[src/common/scec_map.vh]
// register map, field positions and reset values of the system control event block
`ifndef SCEC_MAP_VH
`define SCEC_MAP_VH

// register byte offsets
`define SCEC_FLASH_SIZE_OFS 8'h00
`define SCEC_PORT_HS_EN_OFS 8'h04
`define SCEC_MCLK_IN_OFS 8'h08
`define SCEC_MCLK_REQ_OFS 8'h0C
`define SCEC_MCLK_DIV_OFS 8'h10
`define SCEC_MCLK_STAT_OFS 8'h14
`define SCEC_LDO_VSEL_OFS 8'h18
`define SCEC_INT_STATUS_OFS 8'h20
`define SCEC_INT_MASKED_OFS 8'h24
`define SCEC_INT_EN_OFS 8'h28
`define SCEC_INT_EN_SET_OFS 8'h2C
`define SCEC_INT_EN_CLR_OFS 8'h30
`define SCEC_INT_CLR_OFS 8'h34
`define SCEC_INT_VIEW_OFS 8'h38

// event bit positions
`define SCEC_EVT_PLL_LOCKED 0
`define SCEC_EVT_CURRENT_LIMIT 1
`define SCEC_EVT_INTERNAL_OSC_FAIL 2
`define SCEC_EVT_MAIN_OSC_FAIL 3
`define SCEC_EVT_POWER_ON 4
`define SCEC_EVT_BROWN_OUT 5
`define SCEC_EVT_PLL_FAILURE 6
`define SCEC_EVT_NUM 7

// audio clock status bits
`define SCEC_MCLK_STAT_BUSY 0
`define SCEC_MCLK_STAT_RUN 1

// regulator code 0..10 is 2.25 V..2.75 V in 50 mV steps
`define SCEC_LDO_CODE_MAX 4'hA
`define SCEC_LDO_CODE_RST 4'h5

// reset values
`define SCEC_FLASH_BYTES 32'h0004_0000
`define SCEC_PORT_HS_EN_RST 8'h00
`define SCEC_INT_EN_RST 7'h00
`define SCEC_SYS_CLK_HZ 32'h0262_5A00

// port apertures: bits 31:15 tag, bits 14:12 port index
`define SCEC_LEG_APT_TAG 17'h0_8000
`define SCEC_HS_APT_TAG 17'h0_8010

// divider iterations
`define SCEC_DIV_STEPS 6'h20

`endif

[src/design/scec_evt_bit.v]
// sticky event flag: a new event wins over a clear in the same cycle
module scec_evt_bit (
  input wire clk_i,
  input wire rst_n_i,
  input wire set_i,
  input wire clr_i,
  output wire q_o
);

  reg flag_q;
  reg flag_d;

  always @* begin
    flag_d = flag_q;
    if (clr_i) begin
      flag_d = 1'b0;
    end
    if (set_i) begin
      flag_d = 1'b1;
    end
  end

  // holds until cleared
  always @(posedge clk_i or negedge rst_n_i) begin
    if (!rst_n_i) begin
      flag_q <= 1'b0;
    end else begin
      flag_q <= flag_d;
    end
  end

  assign q_o = flag_q;

endmodule // scec_evt_bit

[src/design/scec_top.v]
// system control: event flags, interrupt, port aperture select, audio clock divider, regulator setting
`include "scec_map.vh"

module scec_top #(
  parameter [31:0] FLASH_BYTES = `SCEC_FLASH_BYTES,
  parameter [31:0] SYS_CLK_HZ = `SCEC_SYS_CLK_HZ
) (
  input wire CLK_I,
  input wire RST_N_I,
  input wire [7:0] ADDR_I,
  input wire [31:0] WDATA_I,
  input wire WR_I,
  input wire RD_I,
  output reg [31:0] RDATA_O,
  input wire PLL_LOCKED_EVENT_I,
  input wire CURRENT_LIMIT_EVENT_I,
  input wire INTERNAL_OSC_FAIL_EVENT_I,
  input wire MAIN_OSC_FAIL_EVENT_I,
  input wire POWER_ON_EVENT_I,
  input wire BROWN_OUT_EVENT_I,
  input wire PLL_FAILURE_EVENT_I,
  output reg IRQ_O,
  input wire [31:0] PORT_ACC_ADDR_I,
  input wire PORT_ACC_VALID_I,
  output reg [7:0] PORT_HIT_O,
  output reg PORT_HIT_HS_O,
  output reg [7:0] PORT_HS_EN_O,
  output reg AUDIO_MCLK_O,
  output reg AUDIO_MCLK_EN_O,
  output reg [3:0] LDO_VSEL_O
);

  localparam [1:0] ST_IDLE = 2'b00;
  localparam [1:0] ST_DIV = 2'b01;
  localparam [1:0] ST_ROUND = 2'b10;

  // register decode
  wire wr_port_hs = WR_I && (ADDR_I == `SCEC_PORT_HS_EN_OFS);
  wire wr_mclk_in = WR_I && (ADDR_I == `SCEC_MCLK_IN_OFS);
  wire wr_mclk_req = WR_I && (ADDR_I == `SCEC_MCLK_REQ_OFS);
  wire wr_ldo = WR_I && (ADDR_I == `SCEC_LDO_VSEL_OFS);
  wire wr_int_en = WR_I && (ADDR_I == `SCEC_INT_EN_OFS);
  wire wr_int_en_set = WR_I && (ADDR_I == `SCEC_INT_EN_SET_OFS);
  wire wr_int_en_clr = WR_I && (ADDR_I == `SCEC_INT_EN_CLR_OFS);
  wire wr_int_clr = WR_I && (ADDR_I == `SCEC_INT_CLR_OFS);
  wire wr_int_view = WR_I && (ADDR_I == `SCEC_INT_VIEW_OFS);

  // event flags
  wire [6:0] evt_pulse;
  wire [6:0] evt_flag;
  reg [6:0] int_en_q;
  reg [6:0] int_en_d;
  reg masked_view_select_q;

  assign evt_pulse[`SCEC_EVT_PLL_LOCKED] = PLL_LOCKED_EVENT_I;
  assign evt_pulse[`SCEC_EVT_CURRENT_LIMIT] = CURRENT_LIMIT_EVENT_I;
  assign evt_pulse[`SCEC_EVT_INTERNAL_OSC_FAIL] = INTERNAL_OSC_FAIL_EVENT_I;
  assign evt_pulse[`SCEC_EVT_MAIN_OSC_FAIL] = MAIN_OSC_FAIL_EVENT_I;
  assign evt_pulse[`SCEC_EVT_POWER_ON] = POWER_ON_EVENT_I;
  assign evt_pulse[`SCEC_EVT_BROWN_OUT] = BROWN_OUT_EVENT_I;
  assign evt_pulse[`SCEC_EVT_PLL_FAILURE] = PLL_FAILURE_EVENT_I;

  genvar gi;
  generate
    for (gi = 0; gi < `SCEC_EVT_NUM; gi = gi + 1) begin : g_evt
      scec_evt_bit u_evt (
        .clk_i(CLK_I),
        .rst_n_i(RST_N_I),
        .set_i(evt_pulse[gi]),
        .clr_i(wr_int_clr && WDATA_I[gi]),
        .q_o(evt_flag[gi])
      );
    end
  endgenerate

  wire [6:0] evt_masked = evt_flag & int_en_q;

  // enable bits: plain write, set-mask and clear-mask
  always @* begin
    int_en_d = int_en_q;
    if (wr_int_en) begin
      int_en_d = WDATA_I[6:0];
    end
    if (wr_int_en_set) begin
      int_en_d = int_en_q | WDATA_I[6:0];
    end
    if (wr_int_en_clr) begin
      int_en_d = int_en_q & ~WDATA_I[6:0];
    end
  end

  always @(posedge CLK_I or negedge RST_N_I) begin
    if (!RST_N_I) begin
      int_en_q <= `SCEC_INT_EN_RST;
      masked_view_select_q <= 1'b0;
      IRQ_O <= 1'b0;
    end else begin
      int_en_q <= int_en_d;
      if (wr_int_view) begin
        masked_view_select_q <= WDATA_I[0];
      end
      IRQ_O <= |evt_masked;
    end
  end

  // port aperture select
  wire [2:0] acc_idx = PORT_ACC_ADDR_I[14:12];
  wire acc_leg = PORT_ACC_ADDR_I[31:15] == `SCEC_LEG_APT_TAG;
  wire acc_hs = PORT_ACC_ADDR_I[31:15] == `SCEC_HS_APT_TAG;
  wire acc_on = PORT_HS_EN_O[acc_idx];
  wire hit_leg = PORT_ACC_VALID_I && acc_leg && !acc_on;
  wire hit_hs = PORT_ACC_VALID_I && acc_hs && acc_on;
  reg [7:0] port_hit_d;

  always @* begin
    port_hit_d = 8'h00;
    if (hit_leg || hit_hs) begin
      port_hit_d[acc_idx] = 1'b1;
    end
  end

  always @(posedge CLK_I or negedge RST_N_I) begin
    if (!RST_N_I) begin
      PORT_HS_EN_O <= `SCEC_PORT_HS_EN_RST;
      PORT_HIT_O <= 8'h00;
      PORT_HIT_HS_O <= 1'b0;
    end else begin
      if (wr_port_hs) begin
        PORT_HS_EN_O <= WDATA_I[7:0];
      end
      PORT_HIT_O <= port_hit_d;
      PORT_HIT_HS_O <= hit_hs;
    end
  end

  // regulator setting, codes above the top step are refused
  always @(posedge CLK_I or negedge RST_N_I) begin
    if (!RST_N_I) begin
      LDO_VSEL_O <= `SCEC_LDO_CODE_RST;
    end else if (wr_ldo && (WDATA_I[31:4] == 28'h000_0000) && (WDATA_I[3:0] <= `SCEC_LDO_CODE_MAX)) begin
      LDO_VSEL_O <= WDATA_I[3:0];
    end
  end

  // audio clock divider: restoring division, then round to nearest
  reg [31:0] audio_master_clock_request_q;
  reg [31:0] audio_divider_input_clock_q;
  reg [1:0] state_q;
  reg [32:0] rem_q;
  reg [31:0] dvd_q;
  reg [31:0] quo_q;
  reg [5:0] step_q;
  reg [31:0] div_q;
  reg [31:0] mclk_cnt_q;
  reg run_q;

  wire start_div = wr_mclk_req || wr_mclk_in;
  wire [31:0] new_req = wr_mclk_req ? WDATA_I : audio_master_clock_request_q;
  wire [31:0] new_in = wr_mclk_in ? WDATA_I : audio_divider_input_clock_q;
  wire [31:0] eff_in = (new_in == 32'h0000_0000) ? SYS_CLK_HZ : new_in;
  wire [32:0] rem_sh = {rem_q[31:0], dvd_q[31]};
  wire rem_ge = rem_sh >= {1'b0, audio_master_clock_request_q};
  wire [32:0] rem_x2 = {rem_q[31:0], 1'b0};
  wire round_up = rem_x2 >= {1'b0, audio_master_clock_request_q};
  wire [31:0] quo_rnd = round_up ? quo_q + 32'h0000_0001 : quo_q;
  wire [31:0] half_div = {1'b0, div_q[31:1]};
  wire [31:0] last_cnt = div_q - 32'h0000_0001;

  always @(posedge CLK_I or negedge RST_N_I) begin
    if (!RST_N_I) begin
      audio_master_clock_request_q <= 32'h0000_0000;
      audio_divider_input_clock_q <= 32'h0000_0000;
      state_q <= ST_IDLE;
      rem_q <= 33'h0_0000_0000;
      dvd_q <= 32'h0000_0000;
      quo_q <= 32'h0000_0000;
      step_q <= 6'h00;
      div_q <= 32'h0000_0001;
      run_q <= 1'b0;
    end else begin
      if (wr_mclk_req) begin
        audio_master_clock_request_q <= WDATA_I;
      end
      if (wr_mclk_in) begin
        audio_divider_input_clock_q <= WDATA_I;
      end
      if (start_div) begin
        rem_q <= 33'h0_0000_0000;
        dvd_q <= eff_in;
        quo_q <= 32'h0000_0000;
        step_q <= `SCEC_DIV_STEPS;
        if (new_req == 32'h0000_0000) begin
          run_q <= 1'b0;
          state_q <= ST_IDLE;
        end else begin
          state_q <= ST_DIV;
        end
      end else begin
        case (state_q)
          ST_IDLE: begin
            state_q <= ST_IDLE;
          end
          ST_DIV: begin
            rem_q <= rem_ge ? rem_sh - {1'b0, audio_master_clock_request_q} : rem_sh;
            quo_q <= {quo_q[30:0], rem_ge};
            dvd_q <= {dvd_q[30:0], 1'b0};
            step_q <= step_q - 6'h01;
            if (step_q == 6'h01) begin
              state_q <= ST_ROUND;
            end
          end
          ST_ROUND: begin
            div_q <= (quo_rnd == 32'h0000_0000) ? 32'h0000_0001 : quo_rnd;
            run_q <= 1'b1;
            state_q <= ST_IDLE;
          end
          default: begin
            state_q <= ST_IDLE;
          end
        endcase
      end
    end
  end

  // output clock: period div_q system cycles
  always @(posedge CLK_I or negedge RST_N_I) begin
    if (!RST_N_I) begin
      mclk_cnt_q <= 32'h0000_0000;
      AUDIO_MCLK_O <= 1'b0;
      AUDIO_MCLK_EN_O <= 1'b0;
    end else begin
      AUDIO_MCLK_EN_O <= run_q;
      if (!run_q || (state_q == ST_ROUND)) begin
        mclk_cnt_q <= 32'h0000_0000;
        AUDIO_MCLK_O <= 1'b0;
      end else begin
        if (mclk_cnt_q >= last_cnt) begin
          mclk_cnt_q <= 32'h0000_0000;
        end else begin
          mclk_cnt_q <= mclk_cnt_q + 32'h0000_0001;
        end
        AUDIO_MCLK_O <= mclk_cnt_q >= half_div;
      end
    end
  end

  // read port: data stands only in the cycle after the strobe
  reg [31:0] rd_mux;

  always @* begin
    rd_mux = 32'h0000_0000;
    case (ADDR_I)
      `SCEC_FLASH_SIZE_OFS: begin
        rd_mux = FLASH_BYTES;
      end
      `SCEC_PORT_HS_EN_OFS: begin
        rd_mux = {24'h00_0000, PORT_HS_EN_O};
      end
      `SCEC_MCLK_IN_OFS: begin
        rd_mux = audio_divider_input_clock_q;
      end
      `SCEC_MCLK_REQ_OFS: begin
        rd_mux = audio_master_clock_request_q;
      end
      `SCEC_MCLK_DIV_OFS: begin
        rd_mux = run_q ? div_q : 32'h0000_0000;
      end
      `SCEC_MCLK_STAT_OFS: begin
        rd_mux[`SCEC_MCLK_STAT_BUSY] = state_q != ST_IDLE;
        rd_mux[`SCEC_MCLK_STAT_RUN] = run_q;
      end
      `SCEC_LDO_VSEL_OFS: begin
        rd_mux = {28'h000_0000, LDO_VSEL_O};
      end
      `SCEC_INT_STATUS_OFS: begin
        rd_mux = {25'h000_0000, masked_view_select_q ? evt_masked : evt_flag};
      end
      `SCEC_INT_MASKED_OFS: begin
        rd_mux = {25'h000_0000, evt_masked};
      end
      `SCEC_INT_EN_OFS: begin
        rd_mux = {25'h000_0000, int_en_q};
      end
      `SCEC_INT_VIEW_OFS: begin
        rd_mux = {31'h0000_0000, masked_view_select_q};
      end
      default: begin
        rd_mux = 32'h0000_0000;
      end
    endcase
  end

  always @(posedge CLK_I or negedge RST_N_I) begin
    if (!RST_N_I) begin
      RDATA_O <= 32'h0000_0000;
    end else if (RD_I) begin
      RDATA_O <= rd_mux;
    end else begin
      RDATA_O <= 32'h0000_0000;
    end
  end

endmodule // scec_top

[config.mk]
export PLATFORM = sky130hd
export DESIGN_NAME = scec_top
export DESIGN_NICKNAME = d
export VERILOG_FILES = /design/src/design/scec_evt_bit.v /design/src/design/scec_top.v
export VERILOG_INCLUDE_DIRS = /design/src /design/src/common
export SDC_FILE = /design/constraint.sdc
export NUM_CORES = 1
export LEC_CHECK = 0
export ABC_AREA = 1
export BUFFER_PORTS_ARGS = -buffer_cell sky130_fd_sc_hd__buf_2
export CAP_MARGIN = 20
export CORE_UTILIZATION = 56
export CTS_CLUSTER_DIAMETER = 60
export CTS_CLUSTER_SIZE = 12
export DETAILED_ROUTE_END_ITERATION = 7
export GPL_ROUTABILITY_DRIVEN = 0
export PLACE_DENSITY = 0.88
export RECOVER_POWER = 100
export SETUP_SLACK_MARGIN = 0.02
export SLEW_MARGIN = 30
export SYNTH_ARGS = -nofsm -noshare
export SYNTH_HDL_FRONTEND = slang
export SYNTH_SLANG_ARGS = --single-unit
export TNS_END_PERCENT = 50
[constraint.sdc]
create_clock -name CLK_I -period 3.1 [get_ports CLK_I]
set_input_delay 0.62 -clock CLK_I [delete_from_list [all_inputs] [get_ports CLK_I]]
set_output_delay 0.62 -clock CLK_I [all_outputs]
set_load 0.03 [all_outputs]
**Yosys cells after proc, flatten, opt, wreduce, memory -nomap -nowiden**

Cells that the tools add are included.

- Output and inout bits: 56
- Register bits after elaboration: 304

- Eq/ne operators: 20
- Order comparisons: 7
- Bitwise operators: 5
- Add/sub/neg operators: 5
- Reduce and logical (&&, ||, !) cells: 47
- Multiplexer cells: 51

Operator list:

| kind | count |
|---|---|
| $mux 32 | 16 |
| $pmux 30 s9 | 1 |
| $logic_not 32->1 | 3 |
| $ge 33x32->1 | 2 |
| $add 32x1->32 const B | 2 |
| $eq 8x6->1 const B | 7 |
| $eq 17x16->1 const B | 2 |
| $ge 32x31->1 | 1 |
| $ge 32x32->1 | 1 |
| $sub 32x1->32 const B | 1 |
| $sub 32x32->32 | 1 |
| $logic_not 28->1 | 1 |
| $mux 7 | 4 |
| $eq 8x5->1 const B | 3 |
| $logic_and 1x1->1 | 23 |
| $mux 1 | 21 |
| $pmux 2 s10 | 1 |
| $reduce_bool 2->1 | 10 |
| $eq 8x4->1 const B | 2 |
| $and 7x7->7 | 2 |
| $mux 6 | 2 |
| $eq 8x3->1 const B | 1 |
| $logic_not 8->1 | 1 |
| $mux 8 | 1 |
| 20 further kinds | 26 |

**Longest topological paths before layout**

- Word-level depth: 6
- Gate-level depth with buffers: 24
- Gate-level depth less buffers: 22

**By module**

A second synthesis with hierarchy kept.

- Cell total of the unflattened synthesis: 2,533
- Area total of the unflattened synthesis: 18,968.2 µm²

Modules (own cells, without submodules):

| module | cells each | area an instance (µm²) | times used |
|---|---|---|---|
| scec_top | 2,498 | 18,687.9 | 1 |
| scec_evt_bit | 5 | 40.0 | 7 |

**Worst setup path before layout**

OpenSTA, ideal clock, no wires.

- Path type: register -> register
- Start point: register div_q[0]
- End point: register mclk_cnt_q[20]
- Buffers on the path: 2
- Data arrival time: 3.205 ns
- Setup slack: -0.226 ns
- Library setup time: 0.121 ns
- Stages on the path, launching flop included: 24
- Data required time: 2.979 ns
- Cells stage by stage: dfstp_2 inv_1 ha_1 nand2_1 nor2_4 inv_2 nor2_4 nand4_2 nor3_2 nand2_2 nor2_4 nand3_2 nor2_2 nand2_2 nor3_2 a21oi_1 ha_1 nand4_1 nor3_1 nand2_1 nand4_1 clkbuf_1 buf_2 nor2_1

- Word-level cells in the longest chain between the ends: 4

Ends and longest elaborated chain:

| element | RTL line | RTL |
|---|---|---|
| start, declared | scec_top.v:153 | `reg [31:0] div_q;` |
| start signal, assigned | scec_top.v:213 | `div_q <= (quo_rnd == 32'h0000_0000) ? 32'h0000_0001 : quo_rnd;` |
| $sub 32x1->32 | scec_top.v:167 | `wire [31:0] last_cnt = div_q - 32'h0000_0001;` |
| $ge 32x32->1 | scec_top.v:237 | `if (mclk_cnt_q >= last_cnt) begin` |
| $mux 32 | scec_top.v:237 |  |
| $mux 32 | scec_top.v:233 | `if (!run_q \|\| (state_q == ST_ROUND)) begin` |
| end signal, assigned | scec_top.v:240 | `mclk_cnt_q <= mclk_cnt_q + 32'h0000_0001;` |
| end, declared | scec_top.v:154 | `reg [31:0] mclk_cnt_q;` |

Every way passes these cells.
A chain may end at the register's enable or synchronous reset.

**Worst setup path after layout**

- Start point: register div_q[1]
- End point: register mclk_cnt_q[3]

Same word-level chain as after synthesis.

==> flow_summary.ini <==
[worst_setup_path]
crit_path_end_kind = flip-flop
timing.critical_path.arrival_ps = 3970
critPathLaunchType = flip-flop
worstPathCellList = inv_2, ha_4, nand2_4, nor2_4, inv_2, nor2_4, nand4_4, nor3_4, nand2_2, nor2_4, nand3_4, nor2_4, nand2_2, buf_4, buf_4, xor2_1, ha_1, nand2_1, nor3_2, nand2_1, nand4_1, buf_6, clkbuf_16, nor2_2
cpPeakStageDelay_ps = 390
critical_path_class = reg -> reg
cp_max_fo = 7
cp_data_required_time_ps = 3570
cp_slowest_cell = dfrtp_1
cpMostUsedCell = nor2_4

[route]
via_count = 19065
drtAntennaViolNets = 0
drc = 1
wl_per_cell_um = 18.45
viasPerCell = 6.018
drt-total-wl_um = 58450
drt_pass1_iterations = 8
first_iter_violations = 2449

[global_route]
grt_start_max_net_pins = 67
grt-ovfl-total = 0
grt_pass1_wl_um = 93090
grt_pass1_vias = 18201
antenna_found_initial = 2
grt_usage_pct = 33.09

[floorplanning]
start_util_pct = 57.00
rows = 67
fp.dieW_um = 186.7
coreArea_um2 = 33530
fp.dieH_um = 186.7
num_io_pins = 140
die_area_um2 = 34870

[pwr]
ir_drop_mv = 0.4290
p_clk_share_pct = 26.8
combPwrFrac_pct = 34.4
p_seq_share_pct = 38.8
swShare_pct = 38.47
p_per_area_nw_per_um2 = 635.7
p_switching_mw = 5.271
p_leak_nw = 10.82
p_int_mw = 8.429

[synth]
ys_warn_count = 0
netlist_instances = 2536
synth_compound_area_share_pct = 14.62
synth_top_family_by_area = simple AND/OR/NAND/NOR gates
synthDominantCellAreaShare_pct = 39.41
synthesis.area_um2 = 19110
synthMuxAreaShare_pct = 0
synth_edf_count = 0
synthTopCellsByArea = dfrtp_1 39%, nand2_1 11%, inv_1 7.2%, ha_1 6.5%, nor2_1 5.1%
synth_xor_area_share_pct = 4.491
synth_top_area_cell = dfrtp_1
synth-seq-area-share_pct = 39.82
avgSynthCellArea_um2 = 7.537
synth_fp_nets = 2721
synthArstFlopShare_pct = 100.0
synth-simple-area-share_pct = 24.72
synth_cell_type_count = 67
synthAdderAreaFrac_pct = 6.651
synth_seq_cells = 304
synth_ff_type = dfrtp_1

[sta]
finalSetupViolCount = 126
fin_crit_ps = 3504
worst_slew_pin_slew_ps = 1653
timing.final.crit_share_pct = 113.0
drv_slew = 67
fin_ws_ps = -404.3
rsz0062_at_grt = yes
setup_tns_ps = -18160
fmaxAchievable_mhz = 285.4
hold_violations = 0
finClkSkew_ps = 22.91
hold_ws_ps = 204.3
slew_headroom_pct = -10.17

[clock_tree]
cts_tree = yes
cts_made_buffers = 31
ctsHtreeMaxLevel = 1
clk_pin_slew_ps = 60
clock_latency_ps = 600
ctsHoldBuffers = 0
cts_sinks = 304
clock_path_buffers = 3
root_buffer = clkbuf_16

[layout]
fin_cells = 3168
area_growth_pct = 12.75
fin_nets = 2880
final_core_util_pct = 64.27
nFillCells = 2653
diodes = 0
drive_gt1_share_pct = 10.07

[place]
dp_slack_ps = -260.3
place_inst = 3099
hpwl_um = 41930
port-buffer-count = 127

[status]
violations = DRC, capacitance limit, slew limit, setup timing
status = finished with violations

[min_path]
holdCritPathClass = in -> reg

[flow_run]
max_cap_viol_count = 1
routing by layer:
metal | up-vias | GRT usage, % | part of all wire, %
met5 | - | 0 | 0.027
met4 | 2 | 17.97 | 6.1
met3 | 277 | 6.639 | 12
met2 | 1320 | 52.01 | 44
met1 | 8840 | 43.13 | 38
li1 | 8626 | - | -
cells in the mapped netlist (8+ instances only):
| master | instances |
|---|---|
| nand2_1 | 570 |
| inv_1 | 368 |
| dfrtp_1 | 301 |
| nor2_1 | 260 |
| o21ai_0 | 180 |
| a21oi_1 | 132 |
| ha_1 | 100 |
| xor2_1 | 76 |
| o22ai_1 | 72 |
| nand3_1 | 63 |
| nand4_1 | 57 |
| nor3_1 | 41 |
| clkbuf_1 | 36 |
| o21ai_1 | 27 |
| nor4_1 | 26 |
| xnor2_1 | 22 |
| buf_2 | 21 |
| inv_2 | 16 |
| nand2_2 | 14 |
| nor2_2 | 13 |
| a221oi_1 | 9 |
| buf_6 | 9 |
| o211ai_1 | 8 |
power groups by stage:
stage / Clock [mW] / Combinational (mW) / Sequential (mW)
after floorplan: 0 / 3.47 / 5.20
after global placement: 0 / 4.34 / 5.29
after detailed placement: 0 / 4.54 / 5.34
after CTS: 3.68 / 4.61 / 5.28
after global routing: 3.86 / 5.24 / 5.39
final: 3.67 / 4.71 / 5.31
kinds of logic after synthesis:
kind of cell | count (synthesis)
buffers and inverters | 460
AND/OR/NAND/NOR | 1083
XOR/XNOR | 98
adder cells (fa/ha/maj) | 101
flip-flops | 304
AO/OA/AOI/OAI | 490
final cells by class:
cell class              count  area [um2]  area share [%]
clock buffers              51       860.8           3.994
clock inverters             7       110.1          0.5109
inverters                 384        1441           6.688
multi-input cells        1772        9776           45.36
flip-flops and latches    304        7611           35.32
well taps                 448       560.5           2.601
repair buffers            202        1191           5.527
cells in the final DEF, fill, tap and decap left out, types with 21 or more instances in the layout:
cell type	Yosys	final
a21oi_1	132	130
buf_2	21	69
buf_4	7	50
clkbuf_1	36	83
clkbuf_16	0	32
dfrtp_1	301	301
ha_1	100	97
inv_1	368	369
nand2_1	570	570
nand3_1	63	64
nand4_1	57	57
nor2_1	260	249
nor2_2	13	21
nor3_1	41	38
nor4_1	26	26
o21ai_0	180	200
o22ai_1	72	72
xnor2_1	22	22
xor2_1	76	75
flip-flops by register name, summed over array words and instances (netlist names), 2 cells and up:
name and count:
LDO_VSEL_O 4, PORT_HIT_O 8, PORT_HS_EN_O 8, RDATA_O 32, audio_divider_input_clock_q 32, audio_master_clock_request_q 32, div_q 32, dvd_q 32
g_evt.u_evt.q_o 7, int_en_q 7, mclk_cnt_q 32, quo_q 32, rem_q 32, state_q 2, step_q 6
worst max-delay path: cells and delay by family, from the launching register on:
| kind | cells | cell delay (ps) |
|---|---|---|
| XOR/XNOR | 1 | 150 |
| adder cells (fa/ha/maj) | 2 | 440 |
| buffers and inverters | 6 | 790 |
| flip-flops | 1 | 390 |
| AND/OR/NAND/NOR | 15 | 1610 |
stage by stage:
step	total power, mW	instance area (um2)
floorplan	8.673	19150
global placement	9.633	20560
detailed placement	9.875	20560
CTS	13.57	21660
global route	14.49	21550
finish	13.70	21550
path summary, 6_finish.rpt:
kind | slack, ps | end | start | cells past startpoint
max | -400 | mclk_cnt_q[3] | div_q[1] | 24
min | 200 | g_evt[4].u_evt.q_o | POWER_ON_EVENT_I | 3
max reg2reg | -400 | mclk_cnt_q[3] | div_q[1] | 24
min reg2reg | 480 | dvd_q[3] | dvd_q[3] | 2
max in group asynchronous | 640 | PORT_HIT_O[6] | RST_N_I | 2
min in group asynchronous | 460 | mclk_cnt_q[24] | RST_N_I | 1
timing repair:
| action | in CTS | in global routing |
|---|---|---|
| pin swaps | 1 | 3 |
| setup buffers | 3 | 5 |
| endpoints found under the setup margin | 32 | 33 |
| gates cloned | 2 | 1 |
| gates resized for setup | 18 | 14 |
(Power assumes the default switching activity.)
